## src/rtl/dtl_pkg.sv

```systemverilog
// Shared constants for the drive terminal logic: map, fields, resets, codes.
package dtl_pkg;
	// Register byte offsets.
	localparam logic [7:0] OFS_STOP_SEL   = 8'h00;
	localparam logic [7:0] OFS_IN_ASSIGN  = 8'h04;
	localparam logic [7:0] OFS_OUT_SEL    = 8'h08;
	localparam logic [7:0] OFS_GROUP_READ = 8'h0C;
	localparam logic [7:0] OFS_START_FREQ = 8'h10;
	localparam logic [7:0] OFS_DET_FWD    = 8'h14;
	localparam logic [7:0] OFS_DET_REV    = 8'h18;
	localparam logic [7:0] OFS_REGEN_DUTY = 8'h1C;
	localparam logic [7:0] OFS_STATUS     = 8'h20;
	// Field positions.
	localparam int IN_ASSIGN_JOG_EN_BIT = 8;
	localparam int OUT_SEL_SECOND_LSB   = 8;
	localparam int OUT_SEL_RELAY_LSB    = 16;
	// Reset values.
	localparam logic [13:0] RST_STOP_SEL   = 14'h270F;
	localparam logic [7:0]  RST_IN_ASSIGN  = 8'h00;
	localparam logic [7:0]  RST_FIRST_OC   = 8'h00;
	localparam logic [7:0]  RST_SECOND_OC  = 8'h04;
	localparam logic [7:0]  RST_RELAY      = 8'h63;
	localparam logic [7:0]  RST_GROUP_READ = 8'h00;
	localparam logic [15:0] RST_FREQ       = 16'h0000;
	// Stop selection values.
	localparam logic [13:0] SEL_LEVEL_STOP = 14'h270F;
	localparam logic [13:0] SEL_ALT_STOP   = 14'h22B8;
	localparam logic [13:0] SEL_COAST_MAX  = 14'h0064;
	localparam logic [13:0] SEL_ALT_MIN    = 14'h03E8;
	localparam logic [13:0] SEL_ALT_MAX    = 14'h044C;
	// Input assignment code that makes a terminal the stop-hold input.
	localparam logic [7:0] CODE_STOP_HOLD = 8'h19;
	// Output function codes (source polarity) and the sink offset.
	localparam logic [7:0] CODE_RUNNING  = 8'h00;
	localparam logic [7:0] CODE_AT_SPEED = 8'h01;
	localparam logic [7:0] CODE_STALL    = 8'h03;
	localparam logic [7:0] CODE_FREQ_DET = 8'h04;
	localparam logic [7:0] CODE_REGEN    = 8'h07;
	localparam logic [7:0] CODE_THERMAL  = 8'h08;
	localparam logic [7:0] CODE_FAULT    = 8'h63;
	localparam logic [7:0] CODE_SINK_OFS = 8'h64;
	// Prewarn and trip thresholds in percent.
	localparam logic [7:0] PREWARN_PCT     = 8'h55;
	localparam logic [7:0] THERMAL_TRIP_PCT = 8'h64;
	// Flag vector layout.
	localparam int FLAG_W = 7;
	typedef enum logic [2:0] {
		FL_RUNNING = 3'h0, FL_AT_SPEED = 3'h1, FL_STALL = 3'h2,
		FL_FREQ_DET = 3'h3, FL_REGEN = 3'h4, FL_THERMAL = 3'h5,
		FL_FAULT = 3'h6
	} dtl_flag_e;
	// AXI responses.
	localparam logic [1:0] RESP_OKAY   = 2'h0;
	localparam logic [1:0] RESP_SLVERR = 2'h2;
endpackage : dtl_pkg

```

## src/rtl/dtl_drive_terminal_logic.sv

```systemverilog
// Drive control terminals: start decoding, flag routing, AXI4-Lite registers.
`timescale 1ns/1ps
`default_nettype none
module dtl_drive_terminal_logic (
	// Clock and reset.
	input  wire logic        mclk,
	input  wire logic        nrst,
	// AXI4-Lite write address and data.
	input  wire logic [7:0]  s_axi_awaddr,
	input  wire logic        s_axi_awvalid,
	output var  logic        s_axi_awready,
	input  wire logic [31:0] s_axi_wdata,
	input  wire logic [3:0]  s_axi_wstrb,
	input  wire logic        s_axi_wvalid,
	output var  logic        s_axi_wready,
	// AXI4-Lite write response.
	output var  logic [1:0]  s_axi_bresp,
	output var  logic        s_axi_bvalid,
	input  wire logic        s_axi_bready,
	// AXI4-Lite read.
	input  wire logic [7:0]  s_axi_araddr,
	input  wire logic        s_axi_arvalid,
	output var  logic        s_axi_arready,
	output var  logic [31:0] s_axi_rdata,
	output var  logic [1:0]  s_axi_rresp,
	output var  logic        s_axi_rvalid,
	input  wire logic        s_axi_rready,
	// Terminal pins, asynchronous, high when closed.
	input  wire logic        fwd_start_in,
	input  wire logic        rev_start_in,
	input  wire logic        assign_term_in,
	input  wire logic        jog_in,
	input  wire logic        output_shutoff_in,
	// Drive state from the same clock domain.
	input  wire logic [15:0] out_freq,
	input  wire logic [15:0] target_freq,
	input  wire logic        stall_active,
	input  wire logic [7:0]  regen_duty_pct,
	input  wire logic [7:0]  thermal_pct,
	input  wire logic        fault_in,
	// Commands to the drive.
	output var  logic        run_cmd_reg,
	output var  logic        reverse_cmd_reg,
	output var  logic        coast_stop_reg,
	output var  logic        drive_enable_reg,
	output var  logic        thermal_trip_reg,
	// Output terminals.
	output var  logic        first_oc_on,
	output var  logic        second_oc_on,
	output var  logic        relay_on
);
	// Synchronised pins: fwd, rev, assignable, jog, shutoff.
	logic [4:0] pin_meta_reg;
	logic [4:0] pin_sync_reg;
	logic       fwd_s, rev_s, term_s, jog_s, shut_s;
	logic       fwd_prev_reg, rev_prev_reg;
	// Settings.
	logic [13:0] stop_select_setting;
	logic [7:0]  input_assign_settings;
	logic        jog_enable_reg;
	logic [7:0]  first_oc_output_select, second_oc_output_select;
	logic [7:0]  relay_output_select, group_read_select;
	logic [15:0] start_freq_setting, detect_freq_fwd_setting;
	logic [15:0] detect_freq_rev_setting;
	logic [7:0]  regen_duty_setting;
	// Start decoding.
	logic hold_run_reg, hold_rev_reg;
	logic hold_mode, alt_mode, coast_mode, fwd_fall, rev_fall;
	logic run_next, rev_next;
	// Flags.
	logic [dtl_pkg::FLAG_W-1:0] flag_reg;
	logic [dtl_pkg::FLAG_W-1:0] flag_next;
	// Bus state.
	logic        aw_held_reg, w_held_reg;
	logic [7:0]  aw_addr_reg;
	logic [31:0] w_data_reg;
	logic [3:0]  w_strb_reg;
	logic        do_write;
	logic [31:0] rd_word;
	logic        rd_ok;

	// Merges a write under byte strobes into an old word.
	function automatic logic [31:0] merge(input logic [31:0] old,
		input logic [31:0] nw, input logic [3:0] st);
		for (int i = 0; i < 4; i++) begin
			merge[i*8 +: 8] = st[i] ? nw[i*8 +: 8] : old[i*8 +: 8];
		end
	endfunction : merge

	// Tests a value against an inclusive range.
	function automatic logic in_range(input logic [13:0] v,
		input logic [13:0] lo, input logic [13:0] hi);
		in_range = (v >= lo) && (v <= hi);
	endfunction : in_range

	// Two flip-flops on every pin before any logic looks at it.
	always_ff @(posedge mclk or negedge nrst) begin
		if (!nrst) begin
			pin_meta_reg <= 5'h00;
			pin_sync_reg <= 5'h00;
		end else begin
			pin_meta_reg <= {fwd_start_in, rev_start_in, assign_term_in,
				jog_in, output_shutoff_in};
			pin_sync_reg <= pin_meta_reg;
		end
	end
	assign {fwd_s, rev_s, term_s, jog_s, shut_s} = pin_sync_reg;

	// Previous levels for release detection.
	always_ff @(posedge mclk or negedge nrst) begin
		if (!nrst) begin
			fwd_prev_reg <= 1'b0;
			rev_prev_reg <= 1'b0;
		end else begin
			fwd_prev_reg <= fwd_s;
			rev_prev_reg <= rev_s;
		end
	end
	assign fwd_fall = fwd_prev_reg & ~fwd_s;
	assign rev_fall = rev_prev_reg & ~rev_s;

	assign hold_mode = (input_assign_settings == dtl_pkg::CODE_STOP_HOLD)
		& term_s & ~(jog_s & jog_enable_reg);
	assign alt_mode = (stop_select_setting == dtl_pkg::SEL_ALT_STOP) | in_range(
		stop_select_setting, dtl_pkg::SEL_ALT_MIN, dtl_pkg::SEL_ALT_MAX);
	assign coast_mode = (stop_select_setting <= dtl_pkg::SEL_COAST_MAX) |
		in_range(stop_select_setting, dtl_pkg::SEL_ALT_MIN,
		dtl_pkg::SEL_ALT_MAX);

	// Start latch; the last released input sets the direction.
	always_ff @(posedge mclk or negedge nrst) begin
		if (!nrst) begin
			hold_run_reg <= 1'b0;
			hold_rev_reg <= 1'b0;
		end else if (!hold_mode) begin
			hold_run_reg <= 1'b0;
			hold_rev_reg <= 1'b0;
		end else if (fwd_fall | rev_fall) begin
			hold_run_reg <= 1'b1;
			hold_rev_reg <= rev_fall & ~fwd_fall;
		end
	end

	always_comb begin
		if (hold_mode) begin
			run_next = hold_run_reg;
			rev_next = hold_rev_reg;
		end else if (alt_mode) begin
			run_next = fwd_s;
			rev_next = fwd_s & rev_s;
		end else begin
			run_next = fwd_s ^ rev_s;
			rev_next = rev_s & ~fwd_s;
		end
	end

	// Drive commands. Shutoff only gates the output; the latch lives on.
	always_ff @(posedge mclk or negedge nrst) begin
		if (!nrst) begin
			run_cmd_reg      <= 1'b0;
			reverse_cmd_reg  <= 1'b0;
			coast_stop_reg   <= 1'b0;
			drive_enable_reg <= 1'b0;
		end else begin
			run_cmd_reg      <= run_next;
			reverse_cmd_reg  <= rev_next;
			coast_stop_reg   <= ~run_next & coast_mode & ~hold_mode;
			drive_enable_reg <= ~shut_s;
		end
	end

	// Internal flags; frequency compares assume equal units for all values.
	always_comb begin
		flag_next = '0;
		flag_next[dtl_pkg::FL_RUNNING] = run_cmd_reg & drive_enable_reg
			& (out_freq >= start_freq_setting);
		flag_next[dtl_pkg::FL_AT_SPEED] = run_cmd_reg
			& (out_freq >= target_freq);
		flag_next[dtl_pkg::FL_STALL] = stall_active;
		flag_next[dtl_pkg::FL_FREQ_DET] = out_freq >= (reverse_cmd_reg
			? detect_freq_rev_setting : detect_freq_fwd_setting);
		flag_next[dtl_pkg::FL_REGEN] = 16'(regen_duty_pct) * 16'h0064 >=
			16'(regen_duty_setting) * 16'(dtl_pkg::PREWARN_PCT);
		flag_next[dtl_pkg::FL_THERMAL] = thermal_pct >= dtl_pkg::PREWARN_PCT;
		flag_next[dtl_pkg::FL_FAULT] = fault_in
			| (thermal_pct >= dtl_pkg::THERMAL_TRIP_PCT);
	end

	always_ff @(posedge mclk or negedge nrst) begin
		if (!nrst) begin
			flag_reg         <= '0;
			thermal_trip_reg <= 1'b0;
		end else begin
			flag_reg         <= flag_next;
			thermal_trip_reg <= thermal_pct >= dtl_pkg::THERMAL_TRIP_PCT;
		end
	end

	// One router per terminal, each registered.
	dtl_output_router u_first (.mclk(mclk), .nrst(nrst),
		.sel_code(first_oc_output_select), .flags(flag_reg),
		.term_on_reg(first_oc_on));
	dtl_output_router u_second (.mclk(mclk), .nrst(nrst),
		.sel_code(second_oc_output_select), .flags(flag_reg),
		.term_on_reg(second_oc_on));
	dtl_output_router u_relay (.mclk(mclk), .nrst(nrst),
		.sel_code(relay_output_select), .flags(flag_reg),
		.term_on_reg(relay_on));

	// Write channels are taken independently, then committed together.
	always_ff @(posedge mclk or negedge nrst) begin
		if (!nrst) begin
			aw_held_reg <= 1'b0;
			w_held_reg  <= 1'b0;
			aw_addr_reg <= 8'h00;
			w_data_reg  <= 32'h0000_0000;
			w_strb_reg  <= 4'h0;
		end else begin
			if (s_axi_awvalid & s_axi_awready) begin
				aw_held_reg <= 1'b1;
				aw_addr_reg <= s_axi_awaddr;
			end else if (do_write) begin
				aw_held_reg <= 1'b0;
			end
			if (s_axi_wvalid & s_axi_wready) begin
				w_held_reg <= 1'b1;
				w_data_reg <= s_axi_wdata;
				w_strb_reg <= s_axi_wstrb;
			end else if (do_write) begin
				w_held_reg <= 1'b0;
			end
		end
	end
	assign do_write = aw_held_reg & w_held_reg & ~s_axi_bvalid;

	// Ready only while nothing of that channel is held or answered.
	always_ff @(posedge mclk or negedge nrst) begin
		if (!nrst) begin
			s_axi_awready <= 1'b0;
			s_axi_wready  <= 1'b0;
			s_axi_bvalid  <= 1'b0;
			s_axi_bresp   <= dtl_pkg::RESP_OKAY;
		end else begin
			s_axi_awready <= ~aw_held_reg & ~s_axi_bvalid
				& ~(s_axi_awvalid & s_axi_awready);
			s_axi_wready  <= ~w_held_reg & ~s_axi_bvalid
				& ~(s_axi_wvalid & s_axi_wready);
			if (do_write) begin
				s_axi_bvalid <= 1'b1;
				s_axi_bresp  <= (aw_addr_reg[1:0] == 2'h0 && aw_addr_reg
					<= dtl_pkg::OFS_REGEN_DUTY)
					? dtl_pkg::RESP_OKAY : dtl_pkg::RESP_SLVERR;
			end else if (s_axi_bready) begin
				s_axi_bvalid <= 1'b0;
			end
		end
	end

	// Settings write; status is read only.
	always_ff @(posedge mclk or negedge nrst) begin
		if (!nrst) begin
			stop_select_setting     <= dtl_pkg::RST_STOP_SEL;
			input_assign_settings   <= dtl_pkg::RST_IN_ASSIGN;
			jog_enable_reg          <= 1'b0;
			first_oc_output_select  <= dtl_pkg::RST_FIRST_OC;
			second_oc_output_select <= dtl_pkg::RST_SECOND_OC;
			relay_output_select     <= dtl_pkg::RST_RELAY;
			group_read_select       <= dtl_pkg::RST_GROUP_READ;
			start_freq_setting      <= dtl_pkg::RST_FREQ;
			detect_freq_fwd_setting <= dtl_pkg::RST_FREQ;
			detect_freq_rev_setting <= dtl_pkg::RST_FREQ;
			regen_duty_setting      <= 8'h00;
		end else if (do_write) begin
			case (aw_addr_reg)
				dtl_pkg::OFS_STOP_SEL: begin
					stop_select_setting <= 14'(merge(
						32'(stop_select_setting), w_data_reg, w_strb_reg));
				end
				dtl_pkg::OFS_IN_ASSIGN: begin
					{jog_enable_reg, input_assign_settings} <= 9'(merge(
						{23'h0, jog_enable_reg, input_assign_settings},
						w_data_reg, w_strb_reg));
				end
				dtl_pkg::OFS_OUT_SEL: begin
					if (group_read_select == 8'h00) begin
						{relay_output_select, second_oc_output_select,
							first_oc_output_select} <= 24'(merge(
							{8'h00, relay_output_select,
							second_oc_output_select,
							first_oc_output_select},
							w_data_reg, w_strb_reg));
					end
				end
				dtl_pkg::OFS_GROUP_READ: begin
					group_read_select <= 8'(merge(32'(group_read_select),
						w_data_reg, w_strb_reg));
				end
				dtl_pkg::OFS_START_FREQ: begin
					start_freq_setting <= 16'(merge(32'(start_freq_setting),
						w_data_reg, w_strb_reg));
				end
				dtl_pkg::OFS_DET_FWD: begin
					detect_freq_fwd_setting <= 16'(merge(
						32'(detect_freq_fwd_setting), w_data_reg, w_strb_reg));
				end
				dtl_pkg::OFS_DET_REV: begin
					detect_freq_rev_setting <= 16'(merge(
						32'(detect_freq_rev_setting), w_data_reg, w_strb_reg));
				end
				dtl_pkg::OFS_REGEN_DUTY: begin
					regen_duty_setting <= 8'(merge(32'(regen_duty_setting),
						w_data_reg, w_strb_reg));
				end
				default: begin
				end
			endcase
		end
	end

	// Read decode; unmapped words read zero with an error response.
	always_comb begin
		rd_ok = 1'b1;
		case (s_axi_araddr)
			dtl_pkg::OFS_STOP_SEL:   rd_word = 32'(stop_select_setting);
			dtl_pkg::OFS_IN_ASSIGN:  rd_word = 32'({jog_enable_reg,
				input_assign_settings});
			dtl_pkg::OFS_OUT_SEL:    rd_word = 32'({relay_output_select,
				second_oc_output_select, first_oc_output_select});
			dtl_pkg::OFS_GROUP_READ: rd_word = 32'(group_read_select);
			dtl_pkg::OFS_START_FREQ: rd_word = 32'(start_freq_setting);
			dtl_pkg::OFS_DET_FWD:    rd_word = 32'(detect_freq_fwd_setting);
			dtl_pkg::OFS_DET_REV:    rd_word = 32'(detect_freq_rev_setting);
			dtl_pkg::OFS_REGEN_DUTY: rd_word = 32'(regen_duty_setting);
			dtl_pkg::OFS_STATUS:     rd_word = 32'({flag_reg, relay_on,
				second_oc_on, first_oc_on, thermal_trip_reg, drive_enable_reg,
				coast_stop_reg, reverse_cmd_reg, run_cmd_reg, hold_mode,
				hold_rev_reg, hold_run_reg});
			default: begin
				rd_word = 32'h0000_0000;
				rd_ok = 1'b0;
			end
		endcase
	end

	// Read channel: one cycle from address to data.
	always_ff @(posedge mclk or negedge nrst) begin
		if (!nrst) begin
			s_axi_arready <= 1'b0;
			s_axi_rvalid  <= 1'b0;
			s_axi_rdata   <= 32'h0000_0000;
			s_axi_rresp   <= dtl_pkg::RESP_OKAY;
		end else begin
			s_axi_arready <= ~s_axi_rvalid & ~(s_axi_arvalid & s_axi_arready);
			if (s_axi_arvalid & s_axi_arready) begin
				s_axi_rvalid <= 1'b1;
				s_axi_rdata  <= rd_word;
				s_axi_rresp  <= rd_ok ? dtl_pkg::RESP_OKAY
					: dtl_pkg::RESP_SLVERR;
			end else if (s_axi_rready) begin
				s_axi_rvalid <= 1'b0;
			end
		end
	end
endmodule : dtl_drive_terminal_logic
`default_nettype wire

```

## src/rtl/dtl_output_router.sv

```systemverilog
// Output routing of one terminal: code to flag, with source or sink polarity.
`timescale 1ns/1ps
`default_nettype none
module dtl_output_router (
	// Clock and reset.
	input  wire logic                      mclk,
	input  wire logic                      nrst,
	// Selection code and internal flags.
	input  wire logic [7:0]                sel_code,
	input  wire logic [dtl_pkg::FLAG_W-1:0] flags,
	// Terminal drive, high turns the output on.
	output var  logic                      term_on_reg
);
	logic hit;
	logic level;
	logic [7:0] base;

	// Maps a source code to its flag; unknown codes give no hit.
	function automatic logic pick(input logic [7:0] c,
		input logic [dtl_pkg::FLAG_W-1:0] f, output logic h);
		h = 1'b1;
		case (c)
			dtl_pkg::CODE_RUNNING:  pick = f[dtl_pkg::FL_RUNNING];
			dtl_pkg::CODE_AT_SPEED: pick = f[dtl_pkg::FL_AT_SPEED];
			dtl_pkg::CODE_STALL:    pick = f[dtl_pkg::FL_STALL];
			dtl_pkg::CODE_FREQ_DET: pick = f[dtl_pkg::FL_FREQ_DET];
			dtl_pkg::CODE_REGEN:    pick = f[dtl_pkg::FL_REGEN];
			dtl_pkg::CODE_THERMAL:  pick = f[dtl_pkg::FL_THERMAL];
			dtl_pkg::CODE_FAULT:    pick = f[dtl_pkg::FL_FAULT];
			default: begin
				pick = 1'b0;
				h = 1'b0;
			end
		endcase
	endfunction : pick

	always_comb begin
		base = (sel_code >= dtl_pkg::CODE_SINK_OFS)
			? sel_code - dtl_pkg::CODE_SINK_OFS : sel_code;
		level = pick(base, flags, hit);
	end

	// sink inverts flag
	// An unassigned code leaves the terminal off in either polarity.
	always_ff @(posedge mclk or negedge nrst) begin
		if (!nrst) begin
			term_on_reg <= 1'b0;
		end else begin
			term_on_reg <= hit & (level ^ (sel_code >= dtl_pkg::CODE_SINK_OFS));
		end
	end
endmodule : dtl_output_router
`default_nettype wire

```

## config.mk

```make
export PLATFORM = sky130hd
export DESIGN_NAME = dtl_drive_terminal_logic
export DESIGN_NICKNAME = d
export VERILOG_FILES = /design/src/rtl/dtl_pkg.sv /design/src/rtl/dtl_drive_terminal_logic.sv /design/src/rtl/dtl_output_router.sv
export SDC_FILE = /design/constraint.sdc
export NUM_CORES = 1
export LEC_CHECK = 0
export ABC_AREA = 1
export BUFFER_PORTS_ARGS = -buffer_cell sky130_fd_sc_hd__buf_2
export CAP_MARGIN = 30
export CORE_UTILIZATION = 50
export CTS_CLUSTER_DIAMETER = 40
export DETAILED_ROUTE_END_ITERATION = 6
export GPL_TIMING_DRIVEN = 0
export PLACE_DENSITY = 0.7
export SYNTH_ARGS = -nofsm -noshare
export SYNTH_HDL_FRONTEND = slang
export SYNTH_SLANG_ARGS = --single-unit
export TNS_END_PERCENT = 1
```

## constraint.sdc

```tcl
create_clock -name mclk -period 11.6 [get_ports mclk]
set_clock_uncertainty 0.1 [all_clocks]
set_input_delay 0.58 -clock mclk [delete_from_list [all_inputs] [get_ports mclk]]
set_output_delay 0.58 -clock mclk [all_outputs]
set_load 0.02 [all_outputs]
```

==> results.toml <==
[logic_synthesis]
synthMuxAreaShare = 0.00525
syn_area_um2 = 12900
ys_seq_elements = 208
synth_top_family_by_area = "simple AND/OR/NAND/NOR gates"
synth_compound_area_frac = 0.145
synth.avg_cell_area_um2 = 8.06
synthDominantCellAreaShare = 0.379
yosys_warnings = 0
yosys.area_share.simple = 0.207
synth_top_flop_cell = "dfrtp_1"
ys_top_cells_by_area = "dfrtp_1, ha_1, nand2_1"
synth-adder-area-share = 0.141
synth_cell_types = 51
ys_async_sr_fraction = 1.00
synth_most_common_cell = "nand2_1"
yosys-top-cells-count = "nand2_1, inv_1, dfrtp_1"
synth-seq-area-share = 0.405
synth_xor_area_frac = 0.0156
synth_edf_count = 0
yosysTopAreaCell = "dfrtp_1"
synthCells = 1598

[power]
finalPower_mw = 4.22
vdd_ir_drop_max_mv = 0.385
power_leakage_nw = 7.77
power.density_nw_per_um2 = 277

[detailed_routing]
drt.antenna.violating_nets = 0
drc = 0
finalWirelength_um = 36000
dr.pass1.iters = 5
wl_per_cell_um = 16.8
dr.first_iter.drc_count = 800
routed_via_density = 5.41
num_vias = 11600

[clocking]
cts_max_path_buffers = 3
numCtsBuffers = 34
clk-insertion-delay-late_ns = 0.52
postCtsSetupBuffers = 0
root_buffer = "clkbuf_16"
h-tree-depth = 2
ctsResizeCount = 0
cts.reportedPaths.clkPinSlew_ns = 0.06
cts_hold_buf = 0
cts_num_sinks = 208
cts_tree = "yes"

[setup_path]
crit_path_end_kind = "register"
path_max_fanout = 4
slowest_delay_ns = 0.54
reg2reg_slack_ns = 6.84
reg2reg_to = "flag_reg[4]$_DFF_PN0_"
reg2reg_from = "regen_duty_setting[3]$_DFFE_PN0P_"
start_kind = "register"
crit_arrival_ns = 5.02
crit_top_cell = "ha_1"
path_depth = 22
worstPathCellList = "ha_1, fa_1, ha_1, inv_1, fa_1, inv_1, ha_1, nand2_1, nand2_1, nand3_1, nand3_1, a21oi_1, nor2_1, nor2_1, xor2_1, ha_1, nand2_1, a21oi_1, a211oi_1, nor2_1, a211oi_1, o41ai_1"
ff2ff_path_depth = 22
path_class = "register to register"
cp.buffers_inverters = 2
worstPathRequired_ns = 11.86
crit_family = "adder cells"
critPathSlowestCell = "fa_1"

[floorplanning]
pin_count = 163
start_util = 0.510
core_area_um2 = 25300
die_area_um2 = 26400
die_h_um = 163
row_count = 58
die_w_um = 163

[placement]
numPortBuffers = 143
place_congestion = 1.01
hpwl_um = 27800
dp.cells = 2081

[finish]
syn2layout_area_growth_pct = 18.1
nets = 2040
utilization = 0.602
fillers = 2334
ff_latch_area_um2 = 5220
fin_cells = 2143
multi_input_area_um2 = 6650
drive_above_1_share = 0.148

[sta]
maxSlewHeadroom = 0.460
hold_viol_final = 4
setup_violations = 0
worst_slew_pin_slew_ns = 0.802
finalCritPeriodShare = 0.410
hold_ws_ns = -0.0173
rsz0062_at_grt = "no"
finalSetupTns_ns = 0
maxSlewViolCount = 0
max_freq_mhz = 210
min_period_ns = 4.76

[run]
drv_cap = 0

[global_route]
grt_max_degree = 113
grt_pass1_wl_um = 56900
track_usage = 0.281
grt_pass1_vias = 10900
grt_overflow = 0
antenna_found_initial = 1

[run_status]
status = "complete, but fails checks"
violations = "negative hold slack"

[min_path]
hold_class = "primary input to asynchronous set/reset pin"
[placed cells by master, fill, tap and decap left out, types with 8 or more instances in the layout]
master	instances
conb_1	10
a211oi_1	8
clkbuf_1	28
a31oi_1	15
a21oi_1	97
xnor2_1	8
fa_1	11
nor2_1	100
inv_1	217
buf_4	10
nand3_1	104
o21ai_0	178
nor3_1	14
nand4_1	9
clkinv_2	8
clkbuf_16	34
dfrtp_1	195
o22ai_1	10
dfstp_2	13
nand2_1	350
xor2_1	15
ha_1	128
buf_2	145
[area by class of cell]
type / instances / share of cell area
multi-input cells: 1135 / 0.437
flip-flops and latches: 208 / 0.343
clock buffers: 39 / 0.0598
inverters: 221 / 0.0546
repair buffers: 144 / 0.0495
well taps: 330 / 0.0272
clock inverters: 22 / 0.0142
plain buffers: 43 / 0.0138
diodes: 1 / 0.000165
[stage by stage]
step           setup slack (ns)  cell area, um2
2_1_floorplan              7.35           12900
3_3_place_gp               6.35           14000
4_1_cts                    6.85           15200
3_5_place_dp               6.81           14100
5_1_grt                    6.57           15200
6_report                   6.84           15200
[report_power, final]
part	leakage (nW)	total (mW)	switching, mW	internal [mW]
clock	0.554	0.986	0.369	0.617
combinational	4.57	2.20	1.33	0.868
sequential	2.65	1.03	0.132	0.902
total	7.77	4.22	1.83	2.39
[worst max path at each step]
stage | slack, ns | start | end
after floorplan | 7.35 | regen_duty_setting[3]$_DFFE_PN0P_ | flag_reg[4]$_DFF_PN0_
after global placement | 6.35 | nrst | s_axi_rdata[20]$_DFFE_PN0P_
after detailed placement | 6.81 | regen_duty_setting[3]$_DFFE_PN0P_ | flag_reg[4]$_DFF_PN0_
after CTS | 6.85 | regen_duty_setting[3]$_DFFE_PN0P_ | flag_reg[4]$_DFF_PN0_
after global routing | 6.57 | regen_duty_setting[3]$_DFFE_PN0P_ | flag_reg[4]$_DFF_PN0_
final | 6.84 | regen_duty_setting[3]$_DFFE_PN0P_ | flag_reg[4]$_DFF_PN0_
[logic make-up (layout without fill, tap and decap cells)]
group / Yosys count / count (layout)
AO/OA/AOI/OAI: 343 / 343
multiplexers: 6 / 6
buffers and inverters: 264 / 469
flip-flops: 208 / 208
other: 1 / 11
adder cells (fa/ha/maj): 139 / 139
XOR/XNOR: 23 / 23
AND/OR/NAND/NOR: 614 / 614
[per-layer routing]
layer,global-route usage,part of all wire
met4,0.114,0.038
met2,0.435,0.45
met1,0.391,0.44
met5,0,0
met3,0.0463,0.069
(Power assumes the default switching activity.)
